[src/pkg/uepc_pkg.sv]
// What this block does
// RQ1: status_out_expected stalls nonzero OUT data
// RQ2: tx_toggle picks DATA0/DATA1; SETUP sets it
// RQ3: tx_toggle flips on host ACK; software overrides
// RQ4: Transmit status: disabled, stall, nak, valid
// RQ5: Good IN or SETUP sets transmit NAK
// RQ6: Software loads buffer, then tx_byte_count
// RQ7: Control flag or endpoint 0 means control
// RQ8: rx_toggle expects DATA0/DATA1; SETUP clears it
// RQ9: rx_toggle flips only on matching good data
// RQ10: Receive status: disabled, stall, nak, valid
// RQ11: Good OUT or SETUP sets receive NAK
// RQ12: Endpoints 1, 2 match endpoint_number field
// RQ13: Endpoint zero receive register: bit7 one, resets 80h
// RQ14: Bus reset restores receive registers
// RQ15: Buffer base from buffer_base_bits, low bits zero
// RQ16: Buffers fill upward from 000 boundary
// RQ17: Software leaves enabled endpoint registers alone
// RQ18: Bus reset clears address, disables endpoints
// RQ19: Software re-enables endpoint 0 within 10 ms
// RQ20: Idle over 3 ms raises idle_sleep_request
// RQ21: Resume end also raises start-of-frame event
// RQ22: Activity in suspend raises wake, ends stop
// RQ23: Good transfer only without errors or NAK/STALL
// RQ24: While good_transfer_flag set, valid endpoints NAK
package uepc_pkg;

  localparam int NUM_EP        = 3;
  localparam int CLK_KHZ       = 100000;
  localparam int SUSPEND_MS    = 3;
  localparam int SUSPEND_CYCLES = SUSPEND_MS * CLK_KHZ;
  localparam int BUF_MAX_BYTES = 48;
  localparam int BUF_SLOT_BYTES = BUF_MAX_BYTES / NUM_EP;

  // Register indices; byte address is four times the index
  localparam logic [7:0] IDX_BASE_HIGH = 8'h26;
  localparam logic [7:0] IDX_BASE_LOW  = 8'h27;
  localparam logic [7:0] IDX_EVENTS    = 8'h28;
  localparam logic [7:0] IDX_CTRL      = 8'h2a;
  localparam logic [7:0] IDX_DEV_ADDR  = 8'h2b;
  localparam logic [7:0] IDX_EP0_TX    = 8'h2c;
  localparam logic [7:0] IDX_EP0_RX    = 8'h2d;

  // Endpoint register fields
  localparam int F_STATUS_OUT_EXPECTED  = 7;
  localparam int F_CTRL    = 7;
  localparam int F_TOG     = 6;
  localparam int F_STAT_HI = 5;
  localparam int F_STAT_LO = 4;
  localparam int F_LOW_HI  = 3;

  localparam logic [7:0] EP_TX_RST   = 8'h00;
  localparam logic [7:0] EP_RX_RST   = 8'h00;
  localparam logic [7:0] EP0_RX_RST  = 8'h80;
  localparam logic [7:0] EP0_RX_ONES = 8'h80;
  localparam logic [7:0] EP0_RX_KEEP = 8'h70;
  localparam logic [3:0] CTRL_RST    = 4'h6;

  // Event and control bit positions
  localparam int EV_SLEEP  = 7;
  localparam int EV_GOOD   = 5;
  localparam int EV_WAKE   = 2;
  localparam int EV_BUSRST = 1;
  localparam int EV_SOF    = 0;
  localparam int CT_RESUME = 3;
  localparam int CT_PDWN   = 2;
  localparam int CT_FSUSP  = 1;
  localparam int CT_FRES   = 0;

  localparam logic [1:0] STAT_DIS   = 2'b00;
  localparam logic [1:0] STAT_STALL = 2'b01;
  localparam logic [1:0] STAT_NAK   = 2'b10;
  localparam logic [1:0] STAT_VALID = 2'b11;

  localparam logic [1:0] TOK_OUT   = 2'b00;
  localparam logic [1:0] TOK_IN    = 2'b10;
  localparam logic [1:0] TOK_SETUP = 2'b11;

  typedef enum logic [2:0] {
    HS_NONE, HS_ACK, HS_NAK, HS_STALL, HS_DATA
  } uepc_hs_t;

  typedef enum logic [1:0] {
    ST_IDLE, ST_WAIT_RX, ST_WAIT_ACK
  } uepc_state_t;

endpackage

[src/uepc_endpoint_ctrl.sv]
// Local design decisions: the address map and register access over AHB-Lite.
`timescale 1ns/1ns
module uepc_endpoint_ctrl
  import uepc_pkg::*;
#(
  parameter int unsigned IDLE_SLEEP_REQUEST_CYCLES = SUSPEND_CYCLES
) (
  input  wire logic        clk,
  input  wire logic        rst,
  // AHB-Lite slave
  input  wire logic        hsel,
  input  wire logic [31:0] haddr,
  input  wire logic [1:0]  htrans,
  input  wire logic        hwrite,
  input  wire logic [2:0]  hsize,
  input  wire logic [31:0] hwdata,
  input  wire logic        hready,
  output logic             hreadyout,
  output logic [31:0]      hrdata,
  output logic             hresp,
  // Packet engine, same clock
  input  wire logic        tok_valid,
  input  wire logic [1:0]  tok_pid,
  input  wire logic [6:0]  tok_addr,
  input  wire logic [3:0]  tok_ep,
  input  wire logic        rx_done,
  input  wire logic        rx_ok,
  input  wire logic        rx_data1,
  input  wire logic [3:0]  rx_len,
  input  wire logic        host_ack,
  input  wire logic        host_timeout,
  input  wire logic        bus_reset,
  input  wire logic        sof_seen,
  input  wire logic        resume_done,
  // Transceiver pin, asynchronous
  input  wire logic        line_idle,
  // Answers to the engine
  output logic             hs_valid,
  output uepc_hs_t         hs_kind,
  output logic             tx_data1,
  output logic [3:0]       tx_len,
  output logic [15:0]      buf_addr,
  // Event flags and side controls
  output logic             ev_good,
  output logic             ev_sleep,
  output logic             ev_wake,
  output logic             ev_busrst,
  output logic             ev_sof,
  output logic             cpu_wake,
  output logic             pwr_down,
  output logic             resume_drive
);

  logic [7:0]  tx_q [NUM_EP];
  logic [7:0]  rx_q [NUM_EP];
  logic [7:0]  base_high_q;
  logic [1:0]  base_low_q;
  logic [1:0]  last_ep_q;
  logic [3:0]  rx_cnt_q;
  logic [6:0]  device_bus_address_q;
  logic [3:0]  ctrl_q;
  logic        fres_prev_q;
  logic        idle_s1_q;
  logic        idle_s2_q;
  logic [19:0] idle_cnt_q;
  uepc_state_t state_q;
  logic [1:0]  cur_ep_q;
  logic [1:0]  cur_pid_q;

  // Bus pipeline
  logic        wr_pend_q;
  logic        rd_pend_q;
  logic [7:0]  bus_idx_q;
  logic        addr_ok_q;

  // Combinational decisions
  logic        ep_clear;
  logic [NUM_EP-1:0] ep_hit;
  logic        tok_hit;
  logic [1:0]  tok_idx;
  logic        is_ctrl_ep;
  logic        ans_fire;
  uepc_hs_t    ans_kind;
  uepc_state_t state_d;
  logic        good_in;
  logic        good_rx;
  logic        tok_setup;
  logic [1:0]  st_tx;
  logic [1:0]  st_rx;
  logic        activity;
  logic [7:0]  rd_mux;
  logic [7:0]  wbyte;
  logic        bus_take;

  // Holding FRES keeps the endpoint side in reset, like a bus reset
  assign ep_clear = bus_reset | ctrl_q[CT_FRES];
  assign activity = ~idle_s2_q;
  assign wbyte    = hwdata[7:0];
  assign bus_take = hsel & htrans[1] & hready;

  // Endpoint 0 is fixed at number 0, others match their field
  genvar g;
  generate
    for (g = 0; g < NUM_EP; g++) begin : g_match
      if (g == 0) begin : g_zero
        assign ep_hit[g] = (tok_ep == 4'h0);
      end else begin : g_other
        assign ep_hit[g] = (tok_ep == rx_q[g][F_LOW_HI:0]); // RQ12
      end
    end
  endgenerate

  always_comb begin
    tok_idx = 2'd0;
    if (ep_hit[0]) begin
      tok_idx = 2'd0;
    end else if (ep_hit[1]) begin
      tok_idx = 2'd1;
    end else if (ep_hit[2]) begin
      tok_idx = 2'd2;
    end
  end

  assign tok_hit = tok_valid & (state_q == ST_IDLE) & ~ep_clear &
                   (tok_addr == device_bus_address_q) & (|ep_hit);
  assign is_ctrl_ep = (tok_idx == 2'd0) | rx_q[tok_idx][F_CTRL]; // RQ7
  assign tok_setup  = tok_hit & (tok_pid == TOK_SETUP) & is_ctrl_ep;
  assign st_tx = tx_q[cur_ep_q][F_STAT_HI:F_STAT_LO];
  assign st_rx = rx_q[cur_ep_q][F_STAT_HI:F_STAT_LO];

  always_comb begin
    ans_fire = 1'b0;
    ans_kind = HS_NONE;
    state_d  = state_q;
    good_in  = 1'b0;
    good_rx  = 1'b0;
    if (ep_clear) begin
      state_d = ST_IDLE;
    end else begin
      case (state_q)
        ST_IDLE: begin
          if (tok_hit && tok_pid == TOK_IN) begin
            ans_fire = 1'b1;
            case (tx_q[tok_idx][F_STAT_HI:F_STAT_LO]) // RQ4
              STAT_DIS:   ans_kind = HS_NONE;
              STAT_STALL: ans_kind = HS_STALL;
              STAT_NAK:   ans_kind = HS_NAK;
              default: begin
                if (ev_good) begin
                  ans_kind = HS_NAK; // RQ24
                end else begin
                  ans_kind = HS_DATA;
                  state_d  = ST_WAIT_ACK;
                end
              end
            endcase
          end else if (tok_hit && tok_pid == TOK_OUT) begin
            state_d = ST_WAIT_RX;
          end else if (tok_setup) begin
            state_d = ST_WAIT_RX;
          end
        end
        ST_WAIT_RX: begin
          if (rx_done) begin
            state_d  = ST_IDLE;
            ans_fire = 1'b1;
            if (!rx_ok) begin
              ans_kind = HS_NONE; // RQ23
            end else begin
              case (st_rx) // RQ10
                STAT_DIS:   ans_kind = HS_NONE;
                STAT_STALL: ans_kind = HS_STALL;
                STAT_NAK:   ans_kind = HS_NAK;
                default: begin
                  if (ev_good) begin
                    ans_kind = HS_NAK; // RQ24
                  end else if (cur_pid_q == TOK_OUT &&
                               tx_q[cur_ep_q][F_STATUS_OUT_EXPECTED] &&
                               rx_len != 4'h0) begin
                    ans_kind = HS_STALL; // RQ1
                  end else begin
                    ans_kind = HS_ACK;
                    good_rx  = (rx_data1 == rx_q[cur_ep_q][F_TOG]); // RQ23
                  end
                end
              endcase
            end
          end
        end
        ST_WAIT_ACK: begin
          if (host_ack) begin
            good_in = 1'b1;
            state_d = ST_IDLE;
          end else if (host_timeout) begin
            state_d = ST_IDLE;
          end
        end
        default: state_d = ST_IDLE;
      endcase
    end
  end

  always_ff @(posedge clk or posedge rst) begin
    if (rst) begin
      state_q   <= ST_IDLE;
      cur_ep_q  <= 2'd0;
      cur_pid_q <= TOK_OUT;
    end else begin
      state_q <= state_d;
      if (tok_hit) begin
        cur_ep_q  <= tok_idx;
        cur_pid_q <= tok_pid;
      end
    end
  end

  // Answer toward the engine; buffer slots sit on 000 boundaries
  always_ff @(posedge clk or posedge rst) begin
    if (rst) begin
      hs_valid <= 1'b0;
      hs_kind  <= HS_NONE;
      tx_data1 <= 1'b0;
      tx_len   <= 4'h0;
      buf_addr <= 16'h0000;
    end else begin
      hs_valid <= ans_fire;
      if (ans_fire) begin
        hs_kind  <= ans_kind;
        tx_data1 <= tx_q[tok_idx][F_TOG]; // RQ2
        tx_len   <= tx_q[tok_idx][F_LOW_HI:0];
      end
      if (tok_hit) begin
        buf_addr <= {base_high_q, base_low_q, 6'h00} +
                    16'(tok_idx * BUF_SLOT_BYTES); // RQ15 RQ16
      end
    end
  end

  // Endpoint registers: bus reset or FRES wins over everything; other hardware
  // updates go first, and a software write in the same cycle overrides them
  always_ff @(posedge clk or posedge rst) begin
    if (rst) begin
      for (int i = 0; i < NUM_EP; i++) begin
        tx_q[i] <= EP_TX_RST;
        rx_q[i] <= (i == 0) ? EP0_RX_RST : EP_RX_RST; // RQ13
      end
    end else if (ep_clear) begin
      for (int i = 0; i < NUM_EP; i++) begin
        tx_q[i] <= EP_TX_RST; // RQ18
        rx_q[i] <= (i == 0) ? EP0_RX_RST : EP_RX_RST; // RQ14 RQ18
      end
    end else begin
      if (tok_setup) begin
        tx_q[tok_idx][F_TOG] <= 1'b1; // RQ2
        rx_q[tok_idx][F_TOG] <= 1'b0; // RQ8
      end
      if (good_in) begin
        tx_q[cur_ep_q][F_TOG] <= ~tx_q[cur_ep_q][F_TOG]; // RQ3
        tx_q[cur_ep_q][F_STAT_HI:F_STAT_LO] <= STAT_NAK; // RQ5
      end
      if (good_rx) begin
        rx_q[cur_ep_q][F_TOG] <= ~rx_q[cur_ep_q][F_TOG]; // RQ9
        rx_q[cur_ep_q][F_STAT_HI:F_STAT_LO] <= STAT_NAK; // RQ11
        if (cur_pid_q == TOK_SETUP) begin
          tx_q[cur_ep_q][F_STAT_HI:F_STAT_LO] <= STAT_NAK; // RQ5
        end
      end
      if (wr_pend_q && addr_ok_q) begin
        for (int i = 0; i < NUM_EP; i++) begin
          if (bus_idx_q == IDX_EP0_TX + 8'(2 * i)) begin
            tx_q[i] <= wbyte; // RQ3
          end else if (bus_idx_q == IDX_EP0_RX + 8'(2 * i)) begin
            rx_q[i] <= (i == 0) ? ((wbyte & EP0_RX_KEEP) | EP0_RX_ONES)
                                : wbyte; // RQ13
          end
        end
      end
    end
  end

  // Device address, buffer base and last transfer info
  always_ff @(posedge clk or posedge rst) begin
    if (rst) begin
      device_bus_address_q     <= 7'h00;
      base_high_q <= 8'h00;
      base_low_q  <= 2'b00;
      last_ep_q   <= 2'd0;
      rx_cnt_q    <= 4'h0;
    end else begin
      if (ep_clear) begin
        device_bus_address_q <= 7'h00; // RQ18
      end else if (wr_pend_q && addr_ok_q && bus_idx_q == IDX_DEV_ADDR) begin
        device_bus_address_q <= wbyte[6:0];
      end
      if (wr_pend_q && addr_ok_q && bus_idx_q == IDX_BASE_HIGH) begin
        base_high_q <= wbyte; // RQ15
      end
      if (wr_pend_q && addr_ok_q && bus_idx_q == IDX_BASE_LOW) begin
        base_low_q <= wbyte[7:6]; // RQ15
      end
      // Frozen while the good-transfer flag stands
      if ((good_in || good_rx) && !ev_good) begin
        last_ep_q <= cur_ep_q;
        rx_cnt_q  <= good_rx ? rx_len : 4'h0;
      end
    end
  end

  // Control register; hardware drops forced suspend on activity
  always_ff @(posedge clk or posedge rst) begin
    if (rst) begin
      ctrl_q      <= CTRL_RST;
      fres_prev_q <= 1'b0;
    end else begin
      fres_prev_q <= ctrl_q[CT_FRES];
      if (wr_pend_q && addr_ok_q && bus_idx_q == IDX_CTRL) begin
        ctrl_q <= wbyte[3:0];
      end else if (ctrl_q[CT_FSUSP] && activity) begin
        ctrl_q[CT_FSUSP] <= 1'b0; // RQ22
      end
    end
  end

  // Only the second stage is read by logic
  always_ff @(posedge clk or posedge rst) begin
    if (rst) begin
      idle_s1_q <= 1'b1;
      idle_s2_q <= 1'b1;
    end else begin
      idle_s1_q <= line_idle;
      idle_s2_q <= idle_s1_q;
    end
  end

  // Idle timer saturates so the request fires once per idle spell
  always_ff @(posedge clk or posedge rst) begin
    if (rst) begin
      idle_cnt_q <= 20'h00000;
    end else if (ep_clear || activity || ctrl_q[CT_FSUSP]) begin
      idle_cnt_q <= 20'h00000;
    end else if (idle_cnt_q != 20'(IDLE_SLEEP_REQUEST_CYCLES)) begin
      idle_cnt_q <= idle_cnt_q + 20'h00001; // RQ20
    end
  end

  // Sticky events: a write of 0 clears a bit, a new event wins
  always_ff @(posedge clk or posedge rst) begin
    if (rst) begin
      ev_good   <= 1'b0;
      ev_sleep  <= 1'b0;
      ev_wake   <= 1'b0;
      ev_busrst <= 1'b0;
      ev_sof    <= 1'b0;
    end else begin
      if (wr_pend_q && addr_ok_q && bus_idx_q == IDX_EVENTS) begin
        ev_good   <= ev_good & wbyte[EV_GOOD];
        ev_sleep  <= ev_sleep & wbyte[EV_SLEEP];
        ev_wake   <= ev_wake & wbyte[EV_WAKE];
        ev_busrst <= ev_busrst & wbyte[EV_BUSRST];
        ev_sof    <= ev_sof & wbyte[EV_SOF];
      end
      if (good_in || good_rx) begin
        ev_good <= 1'b1; // RQ23
      end
      if (idle_cnt_q == 20'(IDLE_SLEEP_REQUEST_CYCLES - 1) && idle_s2_q &&
          !ctrl_q[CT_FSUSP] && !ep_clear) begin
        ev_sleep <= 1'b1; // RQ20
      end
      if (ctrl_q[CT_FSUSP] && activity) begin
        ev_wake <= 1'b1; // RQ22
      end
      if (bus_reset || (fres_prev_q && !ctrl_q[CT_FRES])) begin
        ev_busrst <= 1'b1;
      end
      if (sof_seen || resume_done) begin
        ev_sof <= 1'b1; // RQ21
      end
    end
  end

  // Stop-state release follows the wake flag
  always_ff @(posedge clk or posedge rst) begin
    if (rst) begin
      cpu_wake     <= 1'b0;
      pwr_down     <= 1'b1;
      resume_drive <= 1'b0;
    end else begin
      cpu_wake     <= ev_wake; // RQ22
      pwr_down     <= ctrl_q[CT_PDWN];
      resume_drive <= ctrl_q[CT_RESUME];
    end
  end

  always_comb begin
    rd_mux = 8'h00;
    if (bus_idx_q == IDX_BASE_HIGH) begin
      rd_mux = base_high_q;
    end else if (bus_idx_q == IDX_BASE_LOW) begin
      rd_mux = {base_low_q, last_ep_q, rx_cnt_q};
    end else if (bus_idx_q == IDX_EVENTS) begin
      rd_mux = {ev_sleep, 1'b0, ev_good, 2'b00, ev_wake, ev_busrst, ev_sof};
    end else if (bus_idx_q == IDX_CTRL) begin
      rd_mux = {4'h0, ctrl_q};
    end else if (bus_idx_q == IDX_DEV_ADDR) begin
      rd_mux = {1'b0, device_bus_address_q};
    end else begin
      for (int i = 0; i < NUM_EP; i++) begin
        if (bus_idx_q == IDX_EP0_TX + 8'(2 * i)) begin
          rd_mux = tx_q[i];
        end else if (bus_idx_q == IDX_EP0_RX + 8'(2 * i)) begin
          rd_mux = rx_q[i];
        end
      end
    end
  end

  // Reads add one wait state so a write just before is visible
  always_ff @(posedge clk or posedge rst) begin
    if (rst) begin
      wr_pend_q <= 1'b0;
      rd_pend_q <= 1'b0;
      bus_idx_q <= 8'h00;
      addr_ok_q <= 1'b0;
      hreadyout <= 1'b1;
      hrdata    <= 32'h00000000;
      hresp     <= 1'b0;
    end else begin
      hresp <= 1'b0;
      if (rd_pend_q) begin
        rd_pend_q <= 1'b0;
        hreadyout <= 1'b1;
        hrdata    <= addr_ok_q ? {24'h000000, rd_mux} : 32'h00000000;
      end else begin
        wr_pend_q <= bus_take & hwrite;
        if (bus_take) begin
          bus_idx_q <= haddr[9:2];
          addr_ok_q <= (haddr[31:10] == 22'h000000) &&
                       (haddr[1:0] == 2'b00);
        end
        if (bus_take && !hwrite) begin
          rd_pend_q <= 1'b1;
          hreadyout <= 1'b0;
        end
      end
    end
  end

endmodule

[config.mk]
export PLATFORM = sky130hd
export DESIGN_NAME = uepc_endpoint_ctrl
export DESIGN_NICKNAME = d
export VERILOG_FILES = /design/src/pkg/uepc_pkg.sv /design/src/uepc_endpoint_ctrl.sv
export SDC_FILE = /design/constraint.sdc
export NUM_CORES = 1
export LEC_CHECK = 0
export BUFFER_PORTS_ARGS = -buffer_cell sky130_fd_sc_hd__buf_2
export CAP_MARGIN = 30
export CORE_ASPECT_RATIO = 1.1
export CORE_UTILIZATION = 55
export DETAILED_ROUTE_END_ITERATION = 8
export PLACE_DENSITY = 0.92
export SYNTH_ARGS = -nofsm -noshare
export SYNTH_HDL_FRONTEND = slang
export SYNTH_SLANG_ARGS = --single-unit
[constraint.sdc]
create_clock -name clk -period 12.2 [get_ports clk]
set_input_delay 0 -clock clk [delete_from_list [all_inputs] [get_ports clk]]
set_output_delay 0 -clock clk [all_outputs]
set_load 0.01 [all_outputs]
### Yosys cells after proc, flatten, opt, wreduce, memory -nomap -nowiden

Cells that the tools add are included.

* register bits after elaboration: 181
* input port bits: 101
* output and inout port bits: 67
* word-level logic and storage cells: 271

* $add $sub $neg: 2
* $lt $le $gt $ge: 4
* equality and inequality tests: 31
* muxes and demuxes: 115
* bitwise operators: 26
* reductions and logical operators: 54

Operators by type and width (number)
* $mux 24: 13
* $mux 8: 25
* $bwmux 24: 5
* $eq 8x6->1 const B: 11
* $bmux 8 s2: 4
* $mux 7: 8
* $demux 8 s2: 3
* $mux 20: 2
* $mux 2: 16
* $mux 1: 29
* $and 24x24->24: 1
* $not 24->24: 1
* $or 24x24->24: 1
* $logic_not 22->1: 1
* $add 20x1->20 const B: 1
* $eq 20x19->1 const B: 1
* $logic_and 1x1->1: 20
* $ne 20x19->1 const B: 1
* $reduce_bool 2->1: 9
* $add 16x6->16: 1
* $and 1x1->1: 14
* $logic_not 2->1: 7
* $eq 2x2->1 const B: 6
* $ne 4x4->1 const B: 3
* 25 further kinds: 49

### Depth between registers and ports, before layout

* word-level depth: 22
* depth in mapped cells: 11
* mapped depth without buffers: 9

### Worst setup path before layout

Ideal clock, no wire load.

* path kind: reg-to-reg
* start point: register cur_ep_q[0]
* end point: register tx_q[20] (netlist bit)
* data arrival time: 2.453 ns
* path slack: 9.612 ns
* cell stages (with the launch flop): 11
* path buffers: 2
* period minus slack after synthesis: 2.588 ns
* path through: dfrtp_1 -> buf_2 -> clkbuf_1 -> mux2i_1 -> o22ai_1 -> ha_1 -> nand4_1 -> a221oi_2 -> a31oi_1 -> nor3_1 -> o22ai_1

* longest elaborated chain between the ends: 17

Ends and longest elaborated chain
* start, declared: line uepc_endpoint_ctrl.sv:67 `logic [1:0] cur_ep_q;`
* start signal, assigned: line uepc_endpoint_ctrl.sv:211 `cur_ep_q <= tok_idx;`
* $not 2->3 (*)
* $bmux 8 s2: line uepc_endpoint_ctrl.sv:178, uepc_endpoint_ctrl.sv:258
* $mux 8 (implied by the code) (2 in a row): line uepc_endpoint_ctrl.sv:258 `tx_q[cur_ep_q][F_TOG] <= ~tx_q[cur_ep_q][F_TOG];`
* $logic_and 1x1->1: line uepc_endpoint_ctrl.sv:177 `end else if (cur_pid_q == TOK_OUT &&`
* $logic_and 1x1->1: line uepc_endpoint_ctrl.sv:178 `tx_q[cur_ep_q][F_STATUS_OUT_EXPECTED] &&`
* $mux 1: line uepc_endpoint_ctrl.sv:177
* $mux 1: line uepc_endpoint_ctrl.sv:175 `if (ev_good) begin`
* $mux 1: line uepc_endpoint_ctrl.sv:170 `case (st_rx)`
* $mux 1: line uepc_endpoint_ctrl.sv:167 `if (!rx_ok) begin`
* $mux 1: line uepc_endpoint_ctrl.sv:164 `if (rx_done) begin`
* $mux 1: line uepc_endpoint_ctrl.sv:140 `case (state_q)`
* $mux 1: line uepc_endpoint_ctrl.sv:137 `if (ep_clear) begin`
* $mux 24 (*): line uepc_endpoint_ctrl.sv:261 `if (good_rx) begin`
* $mux 8: line uepc_endpoint_ctrl.sv:270 `if (bus_idx_q == IDX_EP0_TX + 8'(2 * i)) begin`
* $mux 24 (*): line uepc_endpoint_ctrl.sv:268 `if (wr_pend_q && addr_ok_q) begin`
* $mux 24 (*): line uepc_endpoint_ctrl.sv:247 `end else if (ep_clear) begin`
* end signal, assigned by index: line uepc_endpoint_ctrl.sv:258
* end signal, assigned by index: line uepc_endpoint_ctrl.sv:271 `tx_q[i] <= wbyte;`
* end, declared: line uepc_endpoint_ctrl.sv:54 `logic [7:0] tx_q [NUM_EP];`

Mark *: on every way between the ends. The rest lies on a longest branch, timed or not. The select of a mux whose other input is x is not followed.
A chain may end at the register's enable or synchronous reset.

### Final worst setup path

Ends and elaborated chain as after synthesis.

==> flow_summary.ini <==
[cells_and_area]
nNetsFinal = 1071
area_growth_pct = 19.3
diodes = 0
drive_gt1_share_pct = 21.7

[yosys]
synthFlopType = dfrtp_1
synth_seq_area_share_pct = 46.6
synth_top_area_share_pct = 44.2
syn_area_mm2 = 0.00792
ys_ff_latch = 147
synthArstFlopShare_pct = 100
synth.largest_area_cell = dfrtp_1
synth.most_common_cell = dfrtp_1
syn_inst = 836
avgSynthCellArea_um2 = 9.47
yosys_warnings = 0
synth_common_cells = dfrtp_1, nand2_1, nor2_1
synth-edff-count = 0
ys_types = 78
synth.area.top_cells = dfrtp_1, nand2_1, mux2_2

[floorplan]
dieArea_mm2 = 0.0149
start_util_pct = 56.9
num_rows = 45
die_width_um = 116
io_pins = 168
die_y_um = 128
coreArea_mm2 = 0.0139

[placement]
gp_congestion = 0.985
dp_hpwl_um = 15800
portBuffers = 110

[clocking]
cts_max_level = 4
cts_buffers = 17
clkTransAtPathRegs_ns = 0.06
cts_tree = built
cts_resized = 0
clkLatencyLatePin_ns = 0.43
cts_hold_buf = 37
root_buffer = clkbuf_16
post-cts-setup-buffer-count = 0
clockBufferDepth = 2
clock-sinks = 147

[global_route]
grt_max_degree = 92
grt-ovfl-total = 0
grt_pass1_vias = 7290
grtUsageTotal_pct = 34.8
antenna_found_initial = 0
grt_pass1_wl_um = 38800

[pwr]
power_mw = 1.20
power_density_mw_per_mm2 = 126
vdd_drop_max_mv = 0.0899
p_leak_nw = 4.24

[sta]
final-setup-viol-count = 0
finalHoldViolCount = 0
skew_ns = 0.0149
slew_headroom_pct = 34.0
hold_slack_ns = 0.0952
rsz0062_at_grt = false
period_needed_ns = 3.40
timing.final.crit_share_pct = 27.8
fmax_mhz = 294
slew_violations = 0
worst_pin_slew_ns = 0.991
finalSetupTns_ns = 0

[drt]
ant_nets = 0
wl_per_cell_um = 21.2
drtPass1Iterations = 6
initialDrtViolationCount = 1182
finalWirelength_um = 24700
drc = 0
num_vias = 7512
vias_per_cell = 6.46

[min_path]
hold_path_class = primary input to flop

[flow_run]
maxCapViolations = 0

[critical_path]
required_ns = 12.48
start_kind = flop
critical_path_arrival_ns = 3.67
path_class = flop to flop
cp-end-kind = flop
crit_fanout = 17

[status]
status = completed
-- cells in the final DEF, fill, tap and decap left out, types with 4 or more instances in the layout --
master / instances
a211oi_1: 5
a21oi_1: 50
a221oi_1: 4
a22o_1: 6
a22oi_1: 5
a31oi_1: 13
and2_1: 5
and3_1: 11
buf_2: 110
buf_4: 5
clkbuf_16: 17
conb_1: 29
dfrtp_1: 140
dfstp_2: 7
dlygate4sd3_1: 37
ha_1: 8
inv_1: 22
inv_6: 5
mux2_2: 36
mux2i_1: 19
nand2_1: 112
nand2b_1: 5
nand3_1: 25
nand4_1: 11
nor2_1: 69
nor3_1: 15
nor4_1: 10
o21ai_0: 55
o22ai_1: 13
o2bb2ai_1: 4
o31ai_1: 6
or3_1: 5
xnor2_1: 24
xor2_1: 9
-- per-layer routing --
metal	track usage (%)	wire length [µm]
met1	43.6	8660
met2	53.4	11500
met3	8.32	2720
met4	23.2	1810
met5	0	0
-- worst paths after layout --
check                            start       endpoint  slack [ns]  depth (start not counted)
setup / recovery           cur_ep_q[0]       tx_q[20]        8.80                          8
hold / removal               tok_valid    buf_addr[5]         0.1                          4
setup reg to reg           cur_ep_q[0]       tx_q[20]        8.80                          8
hold reg to reg              idle_s1_q      idle_s2_q        0.35                          0
max in group asynchronous          rst      wr_pend_q       10.67                          4
min in group asynchronous          rst  idle_cnt_q[1]        0.29                          3
-- kinds of logic (layout without fill, tap and decap cells) --
group	count (synthesis)	count (layout)	synth area share (%)
simple gates	296	296	17.9
compound gates	197	197	16.2
flops	147	147	46.6
buf+inv	97	208	6.26
mux	57	57	8.09
xor+xnor	33	33	3.65
fa+ha+maj	8	8	1.26
other cells	1	29	0.0474
-- sequential cells by signal (all words and copies together), names as in the netlist, 3 cells and up --
register              cells
buf_addr                 11
rx_cnt_q                  4
tx_len                    4
rx_q                     20
tx_q                     24
device_bus_address_q      7
hrdata                    8
ctrl_q                    4
idle_cnt_q               20
hs_kind                   3
bus_idx_q                 8
base_high_q               8
-- layout make-up --
class,count,area (µm²)
timing repair buffer,152,958
inverter,24,95.1
tap,188,235
clock buffer,20,467
sequential,147,3690
fill,980,4460
clock inverter,12,166
multi-input combinational,620,3840
-- worst max-delay path, cell delays in order (launching register included) --
cell and delay (ns):
dfrtp_1 0.76, mux2i_1 0.18, o22ai_1 0.31, ha_1 0.20
nand4_1 0.12, a221oi_2 0.77, a31oi_1 0.36, nor3_1 0.40
o22ai_1 0.15
-- where the power goes --
group	total, mW	internal (mW)	leakage, nW	switching, mW
sequential	0.510	0.495	1.99	0.0146
combinational	0.118	0.0409	1.95	0.0776
clock	0.567	0.342	0.304	0.225
total	1.20	0.878	4.24	0.317
-- per-stage QoR --
| stage | utilization [%] | std cells | worst slack [ns] | cell area, µm² |
|---|---|---|---|---|
| 2_1_floorplan | - | 864 | 8.26 | 8020 |
| 3_3_place_gp | 60.7 | 1094 | 9.11 | 8450 |
| 3_5_place_dp | 60.7 | 1094 | 9.08 | 8450 |
| 4_1_cts | 67.9 | 1163 | 8.99 | 9450 |
| 5_1_grt | 67.9 | 1163 | 8.68 | 9450 |
| 6_report | 67.9 | 1163 | 8.80 | 9450 |
(Power assumes the default switching activity.)
